`config.mk`:
```
export PLATFORM = sky130hd
export DESIGN_NAME = pwr_gate_ctl
export DESIGN_NICKNAME = d
export VERILOG_FILES = /design/src/pwr_ctl_pkg.sv /design/src/pwr_dev_port.sv /design/src/pwr_gate_ctl.sv
export SDC_FILE = /design/constraint.sdc
export NUM_CORES = 1
export LEC_CHECK = 0
export ABC_AREA = 1
export BUFFER_PORTS_ARGS = -buffer_cell sky130_fd_sc_hd__buf_4
export CAP_MARGIN = 20
export CORE_MARGIN = 4
export CORE_UTILIZATION = 41
export DETAILED_ROUTE_END_ITERATION = 8
export PLACE_DENSITY_LB_ADDON = 0.2
export SYNTH_ARGS = -nofsm -noshare
export SYNTH_HDL_FRONTEND = slang
export SYNTH_HIERARCHICAL = 1
export SYNTH_SLANG_ARGS = --single-unit
```
`constraint.sdc`:
```
create_clock -name i_ref_clk -period 10.1 [get_ports i_ref_clk]
set_input_delay 1.515 -clock i_ref_clk [delete_from_list [all_inputs] [get_ports i_ref_clk]]
set_output_delay 1.515 -clock i_ref_clk [all_outputs]
set_load 0.05 [all_outputs]
```
`src/pwr_ctl_pkg.sv`:
```
// Constants, state codes and carrier types for the peripheral power-reduction controller.
// Assumes a device reached through a byte-wide register port on the same clock as this controller.
// Behaviour
// RULE1: Timer two gate bit is six; it stops that timer only in synchronous mode.
// RULE2: Timer zero gate bit is five; clearing it resumes the frozen timer.
// RULE3: Timer one gate bit is three; clearing it resumes the frozen timer.
// RULE4: Serial peripheral gate is bit two; reinitialise after ungating.
// RULE5: Async serial gate is bit one; reinitialise after ungating.
// RULE6: Reserved gate bits, including bits four and zero of first, read zero.
// RULE7: Second gate register sits at 0x65 and resets to all zeros.
// RULE8: Keyboard gate is second-register bit five; reinitialise after ungating.
// RULE9: Cipher gate is second-register bit four; reinitialise after ungating.
// RULE10: Smartcard gate is second-register bit three; reinitialise after ungating.
// RULE11: Fast serial gate is second-register bit two; reinitialise after ungating.
// RULE12: USB device gate is second-register bit one; reinitialise after ungating.
// RULE13: USB host gate is second-register bit zero; reinitialise after ungating.
// RULE14: Gated USB host blocks USB cards; clocked smartcard unit keeps contact cards usable.
// RULE15: Power-down leaves PLL source and converter untouched until software changes them.
// RULE16: Before power-down clear PLL source, clear PLL on, poll lock to zero.
// RULE17: Clearing converter on bit starts shutdown; wait for ready flag zero.
// RULE18: After PLL stops, write prescale register to 0x00, no division.
// RULE19: Enabled brown-out detector stays active in every sleep mode.
// RULE20: Enabled watchdog keeps running in every sleep mode.
// RULE21: Programmed debug fuse keeps main clock source on during sleep.
// RULE22: Debug is off if either fuse unprogrammed or scan-port disable bit written.
// RULE23: Gated peripheral state freezes, registers inaccessible, state restored on ungating.
// RULE24: Two-wire gate is first-register bit seven; reinitialise after ungating.
package pwr_ctl_pkg;

  // Device register map.
  localparam logic [7:0] DEV_GATE_FIRST = 8'h64;
  localparam logic [7:0] DEV_GATE_SECOND = 8'h65;
  localparam logic [7:0] DEV_PLL_CTRL = 8'h40;
  localparam logic [7:0] DEV_CONV_CTRL = 8'h41;
  localparam logic [7:0] DEV_PRESCALE = 8'h42;
  localparam logic [7:0] DEV_MCU_CTRL = 8'h43;

  // Gate bit positions.
  localparam int GATE_TWO_WIRE = 7;
  localparam int GATE_TIMER_TWO = 6;
  localparam int GATE_TIMER_ZERO = 5;
  localparam int GATE_TIMER_ONE = 3;
  localparam int GATE_SERIAL_PERIPH = 2;
  localparam int GATE_ASYNC_SERIAL = 1;
  localparam int GATE_KEYBOARD = 5;
  localparam int GATE_CIPHER = 4;
  localparam int GATE_SMARTCARD = 3;
  localparam int GATE_FAST_SERIAL = 2;
  localparam int GATE_USB_DEVICE = 1;
  localparam int GATE_USB_HOST = 0;
  localparam logic [7:0] GATE_FIRST_MASK = 8'hEE;
  localparam logic [7:0] GATE_SECOND_MASK = 8'h3F;
  localparam logic [7:0] GATE_RESET = 8'h00;

  // Clock, converter and control bit positions.
  localparam int PLL_SOURCE_SELECT = 1;
  localparam int PLL_ON = 0;
  localparam int PLL_LOCK = 2;
  localparam int CONVERTER_ON_BIT = 0;
  localparam int CONVERTER_READY_FLAG = 1;
  localparam int SCAN_PORT_DISABLE_BIT = 7;
  localparam logic [7:0] PRESCALE_NONE = 8'h00;

  // Controller registers seen by software.
  localparam logic [7:0] REG_CMD = 8'h00;
  localparam logic [7:0] REG_GATE_FIRST = 8'h01;
  localparam logic [7:0] REG_GATE_SECOND = 8'h02;
  localparam logic [7:0] REG_STATUS = 8'h03;
  localparam logic [7:0] REG_REINIT_FIRST = 8'h04;
  localparam logic [7:0] REG_REINIT_SECOND = 8'h05;
  localparam int CMD_APPLY = 0;
  localparam int CMD_PREP = 1;
  localparam int CMD_DEBUG_OFF = 2;
  localparam logic [15:0] POLL_LIMIT_DEFAULT = 16'h0400;

  typedef struct packed {
    logic we;
    logic [7:0] addr;
    logic [7:0] wdata;
  } dev_req_s;

  typedef enum logic [3:0] {
    ST_IDLE = 4'b0000,
    ST_GATE_A = 4'b0001,
    ST_GATE_B = 4'b0010,
    ST_PLL_RD = 4'b0011,
    ST_PLL_MUX = 4'b0100,
    ST_PLL_OFF = 4'b0101,
    ST_LOCK_RD = 4'b0110,
    ST_PRESCALE = 4'b0111,
    ST_DC_RD = 4'b1000,
    ST_DC_OFF = 4'b1001,
    ST_RDY_RD = 4'b1010,
    ST_MCU_RD = 4'b1011,
    ST_MCU_WR = 4'b1100
  } seq_state_e;

endpackage

```
`src/pwr_dev_port.sv`:
```
// Single-access engine toward the device register port.
// Assumes device read data stand in the cycle after the read strobe, on the same clock.
`timescale 1ns/1ps
module pwr_dev_port
  import pwr_ctl_pkg::*;
(
  input wire logic i_ref_clk, // System clock.
  input wire logic i_rst_sync_n, // Synchronised reset, active low.
  input wire logic i_ce, // Clock enable.
  input wire logic i_req_valid, // One-cycle access request.
  input wire dev_req_s i_req, // Access kind, address and data.
  output logic o_ack, // One-cycle completion pulse.
  output logic [7:0] o_rdata, // Read data, valid with o_ack.
  output logic [7:0] o_dev_addr, // Device register address.
  output logic [7:0] o_dev_wdata, // Device write data.
  output logic o_dev_wr, // Device write strobe.
  output logic o_dev_rd, // Device read strobe.
  input wire logic [7:0] i_dev_rdata // Device read data.
);

  typedef struct packed {
    logic [1:0] phase;
    dev_req_s req;
    logic [7:0] rdata;
    logic ack;
  } port_state_s;

  port_state_s st_r;
  port_state_s st_nxt;

  // Phase 1 carries the strobe, phase 2 samples the answer, the ack follows.
  always_comb
  begin
    st_nxt = st_r;
    st_nxt.ack = 1'b0;
    case (st_r.phase)
      2'h0:
      begin
        if (i_req_valid)
        begin
          st_nxt.req = i_req;
          st_nxt.phase = 2'h1;
        end
      end
      2'h1: st_nxt.phase = 2'h2;
      2'h2:
      begin
        st_nxt.rdata = i_dev_rdata;
        st_nxt.ack = 1'b1;
        st_nxt.phase = 2'h0;
      end
      default: st_nxt.phase = 2'h0;
    endcase
  end

  // Freezing with i_ce low would stretch a strobe, so callers hold i_ce high during accesses.
  always_ff @(posedge i_ref_clk or negedge i_rst_sync_n)
  begin
    if (!i_rst_sync_n)
      st_r <= '0;
    else if (i_ce)
      st_r <= st_nxt;
  end

  // Strobes decode from the registered phase so they last exactly one cycle.
  assign o_dev_wr = (st_r.phase == 2'h1) && st_r.req.we;
  assign o_dev_rd = (st_r.phase == 2'h1) && !st_r.req.we;
  assign o_dev_addr = st_r.req.addr;
  assign o_dev_wdata = st_r.req.wdata;
  assign o_ack = st_r.ack;
  assign o_rdata = st_r.rdata;

endmodule

```
`src/pwr_gate_ctl.sv`:
```
// Power-reduction controller: writes the device gate registers, runs the power-down preparation.
// Assumes the device register port answers reads one cycle after the strobe and never stalls.
`timescale 1ns/1ps
module pwr_gate_ctl
  import pwr_ctl_pkg::*;
#(
  parameter logic [15:0] POLL_LIMIT = POLL_LIMIT_DEFAULT
)
(
  input wire logic i_ref_clk, // 100 MHz system clock.
  input wire logic i_rst_n, // Asynchronous reset, active low.
  input wire logic i_ce, // Clock enable, freezes all state except the two-flop reset synchroniser when low.
  input wire logic [7:0] i_addr, // Software register address.
  input wire logic [7:0] i_wr_data, // Software write data.
  input wire logic i_wr, // Software write strobe.
  input wire logic i_rd, // Software read strobe.
  output logic [7:0] o_rd_data, // Read data, one cycle after i_rd.
  output logic [7:0] o_dev_addr, // Device register address.
  output logic [7:0] o_dev_wdata, // Device write data.
  output logic o_dev_wr, // Device write strobe.
  output logic o_dev_rd, // Device read strobe.
  input wire logic [7:0] i_dev_rdata, // Device read data.
  output logic o_busy // A sequence is in progress.
);

  typedef struct packed {
    seq_state_e state;
    logic wait_ack;
    logic [7:0] gate0;
    logic [7:0] gate1;
    logic [7:0] snap0;
    logic [7:0] snap1;
    logic [7:0] app0;
    logic [7:0] app1;
    logic [7:0] reinit0;
    logic [7:0] reinit1;
    logic [7:0] tmp;
    logic [15:0] poll_cnt;
    logic prep_done;
    logic timeout;
    logic [7:0] rd_data;
  } ctl_state_s;

  ctl_state_s st_r;
  ctl_state_s st_nxt;
  logic [1:0] rst_sync_r;
  logic rst_sync_n;
  logic req_valid;
  dev_req_s req;
  logic ack;
  logic [7:0] ack_data;
  logic [7:0] set0;
  logic [7:0] set1;
  logic [7:0] clr0;
  logic [7:0] clr1;
  logic [7:0] status;

  // Reset is released through two flops so every state flop leaves reset on the same edge.
  always_ff @(posedge i_ref_clk or negedge i_rst_n)
  begin
    if (!i_rst_n)
      rst_sync_r <= 2'h0;
    else
      rst_sync_r <= {rst_sync_r[0], 1'b1};
  end
  assign rst_sync_n = rst_sync_r[1];

  pwr_dev_port u_port (
    .i_ref_clk(i_ref_clk),
    .i_rst_sync_n(rst_sync_n),
    .i_ce(i_ce),
    .i_req_valid(req_valid),
    .i_req(req),
    .o_ack(ack),
    .o_rdata(ack_data),
    .o_dev_addr(o_dev_addr),
    .o_dev_wdata(o_dev_wdata),
    .o_dev_wr(o_dev_wr),
    .o_dev_rd(o_dev_rd),
    .i_dev_rdata(i_dev_rdata)
  );

  // Each access state issues one request and then waits for its ack.
  always_comb
  begin
    req_valid = (st_r.state != ST_IDLE) && !st_r.wait_ack;
    req = '0;
    case (st_r.state)
      ST_GATE_A: req = '{we: 1'b1, addr: DEV_GATE_FIRST, wdata: st_r.snap0}; // see RULE6
      ST_GATE_B: req = '{we: 1'b1, addr: DEV_GATE_SECOND, wdata: st_r.snap1}; // see RULE7
      ST_PLL_RD: req = '{we: 1'b0, addr: DEV_PLL_CTRL, wdata: 8'h00};
      ST_PLL_MUX: req = '{we: 1'b1, addr: DEV_PLL_CTRL, wdata: st_r.tmp}; // see RULE16
      ST_PLL_OFF: req = '{we: 1'b1, addr: DEV_PLL_CTRL, wdata: st_r.tmp}; // see RULE16
      ST_LOCK_RD: req = '{we: 1'b0, addr: DEV_PLL_CTRL, wdata: 8'h00};
      ST_PRESCALE: req = '{we: 1'b1, addr: DEV_PRESCALE, wdata: PRESCALE_NONE}; // see RULE18
      ST_DC_RD: req = '{we: 1'b0, addr: DEV_CONV_CTRL, wdata: 8'h00};
      ST_DC_OFF: req = '{we: 1'b1, addr: DEV_CONV_CTRL, wdata: st_r.tmp}; // see RULE17
      ST_RDY_RD: req = '{we: 1'b0, addr: DEV_CONV_CTRL, wdata: 8'h00};
      ST_MCU_RD: req = '{we: 1'b0, addr: DEV_MCU_CTRL, wdata: 8'h00};
      ST_MCU_WR: req = '{we: 1'b1, addr: DEV_MCU_CTRL, wdata: st_r.tmp}; // see RULE22
      default: req = '0;
    endcase
  end

  // Status shows sequence progress and which smart-card paths the applied gates leave open.
  always_comb
  begin
    status = 8'h00;
    status[0] = st_r.state != ST_IDLE;
    status[1] = st_r.prep_done;
    status[2] = st_r.timeout;
    status[3] = !st_r.app1[GATE_USB_HOST]; // see RULE14
    status[4] = !st_r.app1[GATE_SMARTCARD]; // see RULE14
  end

  // A gate bit going from one to zero asks software to reinitialise that unit.
  always_comb
  begin
    set0 = 8'h00;
    set1 = 8'h00;
    clr0 = 8'h00;
    clr1 = 8'h00;
    if (ack && st_r.state == ST_GATE_A)
      set0 = st_r.app0 & ~st_r.snap0; // see RULE4, RULE5, RULE24
    if (ack && st_r.state == ST_GATE_B)
      set1 = st_r.app1 & ~st_r.snap1; // see RULE8, RULE9, RULE10, RULE11, RULE12, RULE13
    if (i_wr && i_addr == REG_REINIT_FIRST)
      clr0 = i_wr_data;
    if (i_wr && i_addr == REG_REINIT_SECOND)
      clr1 = i_wr_data;
  end

  // Main next-state logic: software port, sequencer and sticky flags.
  always_comb
  begin
    st_nxt = st_r;
    if (req_valid)
      st_nxt.wait_ack = 1'b1;
    // Set wins over a same-cycle write-one clear.
    st_nxt.reinit0 = (st_r.reinit0 & ~clr0) | set0;
    st_nxt.reinit1 = (st_r.reinit1 & ~clr1) | set1;
    if (i_wr && i_addr == REG_GATE_FIRST)
      st_nxt.gate0 = i_wr_data & GATE_FIRST_MASK; // see RULE6
    if (i_wr && i_addr == REG_GATE_SECOND)
      st_nxt.gate1 = i_wr_data & GATE_SECOND_MASK; // see RULE6
    if (i_rd)
    begin
      case (i_addr)
        REG_GATE_FIRST: st_nxt.rd_data = st_r.gate0;
        REG_GATE_SECOND: st_nxt.rd_data = st_r.gate1;
        REG_STATUS: st_nxt.rd_data = status;
        REG_REINIT_FIRST: st_nxt.rd_data = st_r.reinit0;
        REG_REINIT_SECOND: st_nxt.rd_data = st_r.reinit1;
        default: st_nxt.rd_data = 8'h00;
      endcase
    end
    // Commands are ignored while a sequence runs; apply wins over prep, prep over debug off.
    if (i_wr && i_addr == REG_CMD && st_r.state == ST_IDLE)
    begin
      if (i_wr_data[CMD_APPLY])
      begin
        st_nxt.snap0 = st_r.gate0;
        st_nxt.snap1 = st_r.gate1;
        st_nxt.state = ST_GATE_A; // see RULE1, RULE2, RULE3, RULE23
      end
      else if (i_wr_data[CMD_PREP])
      begin
        st_nxt.prep_done = 1'b0;
        st_nxt.timeout = 1'b0;
        st_nxt.state = ST_PLL_RD; // see RULE15
      end
      else if (i_wr_data[CMD_DEBUG_OFF])
        st_nxt.state = ST_MCU_RD;
    end
    if (ack)
    begin
      st_nxt.wait_ack = 1'b0;
      case (st_r.state)
        ST_GATE_A:
        begin
          st_nxt.app0 = st_r.snap0;
          st_nxt.state = ST_GATE_B;
        end
        ST_GATE_B:
        begin
          st_nxt.app1 = st_r.snap1;
          st_nxt.state = ST_IDLE;
        end
        ST_PLL_RD:
        begin
          // Source select goes to the external clock first, before the PLL is stopped.
          st_nxt.tmp = ack_data;
          st_nxt.tmp[PLL_SOURCE_SELECT] = 1'b0; // see RULE16
          st_nxt.state = ST_PLL_MUX;
        end
        ST_PLL_MUX:
        begin
          st_nxt.tmp[PLL_ON] = 1'b0; // see RULE16
          st_nxt.poll_cnt = 16'h0000;
          st_nxt.state = ST_PLL_OFF;
        end
        ST_PLL_OFF: st_nxt.state = ST_LOCK_RD;
        ST_LOCK_RD:
        begin
          if (!ack_data[PLL_LOCK])
            st_nxt.state = ST_PRESCALE; // see RULE16
          else if (st_r.poll_cnt == POLL_LIMIT)
          begin
            st_nxt.timeout = 1'b1;
            st_nxt.state = ST_IDLE;
          end
          else
            st_nxt.poll_cnt = st_r.poll_cnt + 16'h0001;
        end
        ST_PRESCALE: st_nxt.state = ST_DC_RD;
        ST_DC_RD:
        begin
          st_nxt.tmp = ack_data;
          st_nxt.tmp[CONVERTER_ON_BIT] = 1'b0; // see RULE17
          st_nxt.state = ST_DC_OFF;
        end
        ST_DC_OFF:
        begin
          st_nxt.poll_cnt = 16'h0000;
          st_nxt.state = ST_RDY_RD;
        end
        ST_RDY_RD:
        begin
          if (!ack_data[CONVERTER_READY_FLAG])
          begin
            st_nxt.prep_done = 1'b1; // see RULE17
            st_nxt.state = ST_IDLE;
          end
          else if (st_r.poll_cnt == POLL_LIMIT)
          begin
            st_nxt.timeout = 1'b1;
            st_nxt.state = ST_IDLE;
          end
          else
            st_nxt.poll_cnt = st_r.poll_cnt + 16'h0001;
        end
        ST_MCU_RD:
        begin
          // Writing the scan-port disable bit turns on-chip debug off.
          st_nxt.tmp = ack_data;
          st_nxt.tmp[SCAN_PORT_DISABLE_BIT] = 1'b1; // see RULE22
          st_nxt.state = ST_MCU_WR;
        end
        ST_MCU_WR: st_nxt.state = ST_IDLE;
        default: st_nxt.state = ST_IDLE;
      endcase
    end
  end

  // Gates reset to zero, so every peripheral is clocked until software applies a mask.
  always_ff @(posedge i_ref_clk or negedge rst_sync_n)
  begin
    if (!rst_sync_n)
    begin
      st_r <= '0;
      st_r.state <= ST_IDLE;
      st_r.gate0 <= GATE_RESET;
      st_r.gate1 <= GATE_RESET; // see RULE7
      st_r.app0 <= GATE_RESET;
      st_r.app1 <= GATE_RESET;
    end
    else if (i_ce)
      st_r <= st_nxt;
  end

  assign o_rd_data = st_r.rd_data;
  assign o_busy = st_r.state != ST_IDLE;

endmodule

```
# After elaboration in Yosys (flattened, before gate mapping)
# Cells that the tools add are included.
# totals
reg_bits	121
inputBits	29
word_cells	134
# op_classes
n_addsub	1
eq_ne	23
muxes	35
bitwise_logic	10
n_reduce_logical	42
# op_table
cell	n
17-bit case mux with 9 select lines	1
16-bit 2-to-1 mux	3
16-bit case mux with 3 select lines	1
4-bit case mux with 10 select lines	1
8-bit case mux with 5 select lines	1
8-bit 2-to-1 mux	4
4-bit 2-to-1 mux	7
8-bit AND	3
8-bit inverter	3
7-bit case mux with 3 select lines	1
4-bit equality test (second input constant)	5
19-bit 2-to-1 mux	1
3-bit AND reduction	6
16-bit by 1-bit adder with 16-bit output (second input constant)	1
16-bit by 11-bit equality test with 1-bit output (second input constant)	1
4-bit by 3-bit equality test with 1-bit output (second input constant)	4
8-bit by 2-bit equality test with 1-bit output (second input constant)	2
8-bit by 3-bit equality test with 1-bit output (second input constant)	2
8-bit bitwise OR	2
2-bit AND reduction	6
2-bit OR reduction	6
1-bit logical AND	11
6-bit by 8-bit AND with 8-bit output	1
4-bit by 2-bit equality test with 1-bit output (second input constant)	2
20 further kinds	36

# Logic depth before layout (Yosys ltp)
# logic_depth
word_depth	8
depth_mapped	12

# By module
# The synthesis kept the hierarchy.
# modules_own_cells
mod	n_inst	cells_each	area_per_inst_um2	seq_area_each_um2
pwr_gate_ctl	1	632	4916.0	2327.2
pwr_dev_port	1	148	1326.3	700.7

# Worst setup path before layout
# No wires, ideal clock.
# synth_timing
kind	register -> output
startpoint	reg u_port/st_r[27] in the netlist's numbering
endpoint	out o_dev_rd
t_arrival_ns	1.352
setup_slack_ns	7.233
path_stages_with_launch	5
path_buffers	1
cell_sequence	dfrtp_1 -> buf_2 -> inv_1 -> nand2_1 -> nor2_1
# synth_via
elab_chain_len	2
# synth_rtl
element	line_no	source
from (decl)	pwr_dev_port.sv:28	port_state_s st_r;
from (signal assigned)	pwr_dev_port.sv:62	st_r <= st_nxt;
2-bit by 1-bit equality test with 1-bit output	pwr_dev_port.sv:67	assign o_dev_rd = (st_r.phase == 2'h1) && !st_r.req.we;
1-bit logical AND	pwr_dev_port.sv:67	
to (decl)	pwr_gate_ctl.sv:21	output logic o_dev_rd,
# Every way passes these cells.

# Worst setup path in the final report
# layout_timing
startpoint	reg st_r[101] in the netlist's numbering
endpoint	out o_busy
# layout_via
elab_chain_len	1
# layout_rtl
element	line_no	source
from (decl)	pwr_gate_ctl.sv:44	ctl_state_s st_r;
from (signal assigned)	pwr_gate_ctl.sv:268	st_r <= st_nxt;
4-bit nonzero test	pwr_gate_ctl.sv:272	assign o_busy = st_r.state != ST_IDLE;
to (decl)	pwr_gate_ctl.sv:23	output logic o_busy
# Every way passes these cells.

==> results_dict.tcl <==
set metrics [dict create \
    final_cell_mix "nand2_1, dfrtp_1, inv_1, o21ai_0, buf_4" \
    n_antenna_cell 0 \
    r2r_slack_ns 7.84 \
    die_width_um 131 \
    hold_start "rst_sync_r[0]$_DFF_PN0_" \
    syn-instance-count 780 \
    drc 0 \
    via_per_inst 5.17 \
    synth.distinct_cells 41 \
    p_leak_nw 3.60 \
    firstDrtPassIters 5 \
    nets 839 \
    skew_ns 0.00753 \
    numPortBuffers 55 \
    dp_worst_setup_slack_ns 6.81 \
    startpoint_type "register" \
    dr_total_vias 5198 \
    cts_sinks 121 \
    drive_gt1_share_pct 14.4 \
    wl_per_cell_um 15.0 \
    ys_ff_latch 121 \
    synth_async_sr_flop_share_pct 100 \
    setup_viol 0 \
    rr_worst_depth 5 \
    cp-end-kind "primary output" \
    switchingPower_uw 585 \
    clock.fmax_mhz 320 \
    internal-power_mw 1.14 \
    ys_seq_area_share_pct 48.5 \
    place_area_um2 6560 \
    postCtsSetupRepairBufs 0 \
    synth_edf_count 0 \
    fp.dieArea_um2 17300 \
    antenna_found_initial 0 \
    hold_viol_final 0 \
    pwr-share-clk_pct 37.5 \
    grt_setup_unrepaired "no" \
    pin_count 56 \
    arrival_ns 1.61 \
    final_common_cell "nand2_1" \
    drt_iter0_markers 405 \
    final_area_um2 7190 \
    p_total_mw 1.73 \
    cts_root_buf "clkbuf_16" \
    syn_area_um2 6240 \
    hold_path_class "register to register" \
    grt_pass1_vias 5116 \
    initial_core_util_pct 42.5 \
    period_share_pct 31.0 \
    relSlewSlack_pct 41.4 \
    holdPathStages 0 \
    finalMaxSlewViolations 0 \
    yosysWarnings 6 \
    fillers 1398 \
    cts_resized 0 \
    required_ns 8.59 \
    critical_path_class "register to primary output" \
    grtUsageTotal_pct 18.1 \
    switching_share_pct 33.9 \
    die_y_um 131 \
    outcome "completed" \
    drt_wl_total_um 15000 \
    fp.coreArea_um2 14700 \
    synth_flop_cell "dfrtp_1" \
    grt_max_degree 68 \
    seq_power_share_pct 38.3 \
    cts_buffers 17 \
    grt_pass1_wl_um 25500 \
    row_count 44 \
    ctsHoldBuffers 0 \
    tns_ns 0 \
    path_max_fanout 8 \
    cts_tree "built" \
    avgSynthCellArea_um2 8.00 \
    finalWorstSetupSlack_ns 6.97 \
    layout_min_cycle_time_ns 3.13 \
    final_antenna_net_count 0 \
    maxCapViolCount 0 \
    clock_path_buffers 2 \
    htreeDepth 4 \
    areaGrowthSynthToFinish_pct 15.2 \
    place.gp.congestion 0.931 \
    grt_overflow 0 \
    ir_drop_v 0.000158 \
    worstMarginPinSlew_ns 0.879 \
    dp_hpwl_um 11400 \
    path_clk_slew_ns 0.05 \
    r2r-start "st_r[101]$_DFFE_PN0P_" \
    min_to "rst_sync_r[1]$_DFF_PN0_" \
    power_density_nw_per_um2 240 \
    clock_latency_ns 0.41 \
    p_comb_share_pct 24.2 \
    rr_endpoint "st_r[67]$_DFFE_PN0P_" \
]
[final cells by class]
| type | count | area [µm²] | area share [%] |
|---|---|---|---|
| Sequential cell | 121 | 3030 | 42.2 |
| Tap cell | 184 | 230 | 3.20 |
| Multi-Input combinational cell | 507 | 2480 | 34.4 |
| Timing Repair Buffer | 56 | 420 | 5.85 |
| Clock inverter | 8 | 140 | 1.95 |
| Clock buffer | 24 | 492 | 6.84 |
| Inverter | 105 | 400 | 5.57 |
[per-stage QoR]
stage               hold slack [ns]  std cells  utilization, %
floorplan                     0.331        782               -
global placement              0.344        973            44.6
detailed placement            0.336        973            44.6
CTS                           0.360       1005            48.9
global route                  0.367       1005            48.9
finish                        0.357       1005            48.9
[routing by layer]
| layer | track usage (%) | wire (µm) |
|---|---|---|
| met1 | 24.0 | 6780 |
| met2 | 30.0 | 7390 |
| met4 | 5.89 | 222 |
| met3 | 3.82 | 641 |
| met5 | 0 | 0 |
[sequential cells by signal (all words and copies together) (netlist names)]
register / flops
st_r: 83
u_port/o_dev_wdata: 8
u_port/o_dev_addr: 8
rst_sync_r: 2
u_port/o_ack: 1
o_rd_data: 8
u_port/o_rdata: 8
u_port/st_r: 3
[Yosys cell counts (8+ instances only)]
master / n / area (µm²)
nand2_1: 199 / 747
o21ai_0: 68 / 340
buf_4: 35 / 263
o21ai_1: 11 / 55.1
inv_1: 94 / 353
nor3_1: 8 / 40.0
nand3_1: 54 / 270
a21oi_1: 21 / 105
nand4_1: 22 / 138
nor2_1: 55 / 206
inv_2: 8 / 30.0
dfrtp_1: 121 / 3030
[critical path, cell delays in order (launching register included)]
cell,delay (ns)
dfrtp_1,0.50
nor2_1,0.26
nand2_2,0.20
buf_4,0.24
[kinds of logic (layout without fill, tap and decap cells)]
group / Yosys count / count (layout) / synth area share (%)
DFF: 121 / 121 / 48.5
buffers and inverters: 154 / 193 / 11.9
xor gates and xnor gates: 7 / 7 / 0.982
and+or+nand+nor: 363 / 363 / 26.1
adders and majority gates: 2 / 2 / 0.401
AOI/OAI and AO/OA: 131 / 131 / 11.9
other: 2 / 4 / 0.120
[power by group through the flow]
stage / Combinational [mW] / Sequential, mW / Clock (mW)
5_1_grt: 0.466 / 0.677 / 0.682
4_1_cts: 0.420 / 0.661 / 0.660
3_3_place_gp: 0.413 / 0.667 / 0
2_1_floorplan: 0.367 / 0.643 / 0
3_5_place_dp: 0.419 / 0.668 / 0
6_report: 0.417 / 0.662 / 0.648
[worst max-delay path by stage]
stage          slack [ns]  cells past startpoint                  endpoint                     from
2_1_floorplan        6.48                      0  o_rd_data[0]$_DFFE_PN0P_  rst_sync_r[1]$_DFF_PN0_
3_5_place_dp         6.81                      6      st_r[67]$_DFFE_PN0P_                i_addr[5]
4_1_cts              6.96                      3                    o_busy    st_r[101]$_DFFE_PN0P_
5_1_grt              6.88                      3                    o_busy    st_r[101]$_DFFE_PN0P_
6_report             6.97                      3                    o_busy    st_r[101]$_DFFE_PN0P_
3_3_place_gp         6.98                      6      st_r[75]$_DFFE_PN0P_                i_addr[7]
(Power assumes the default switching activity.)
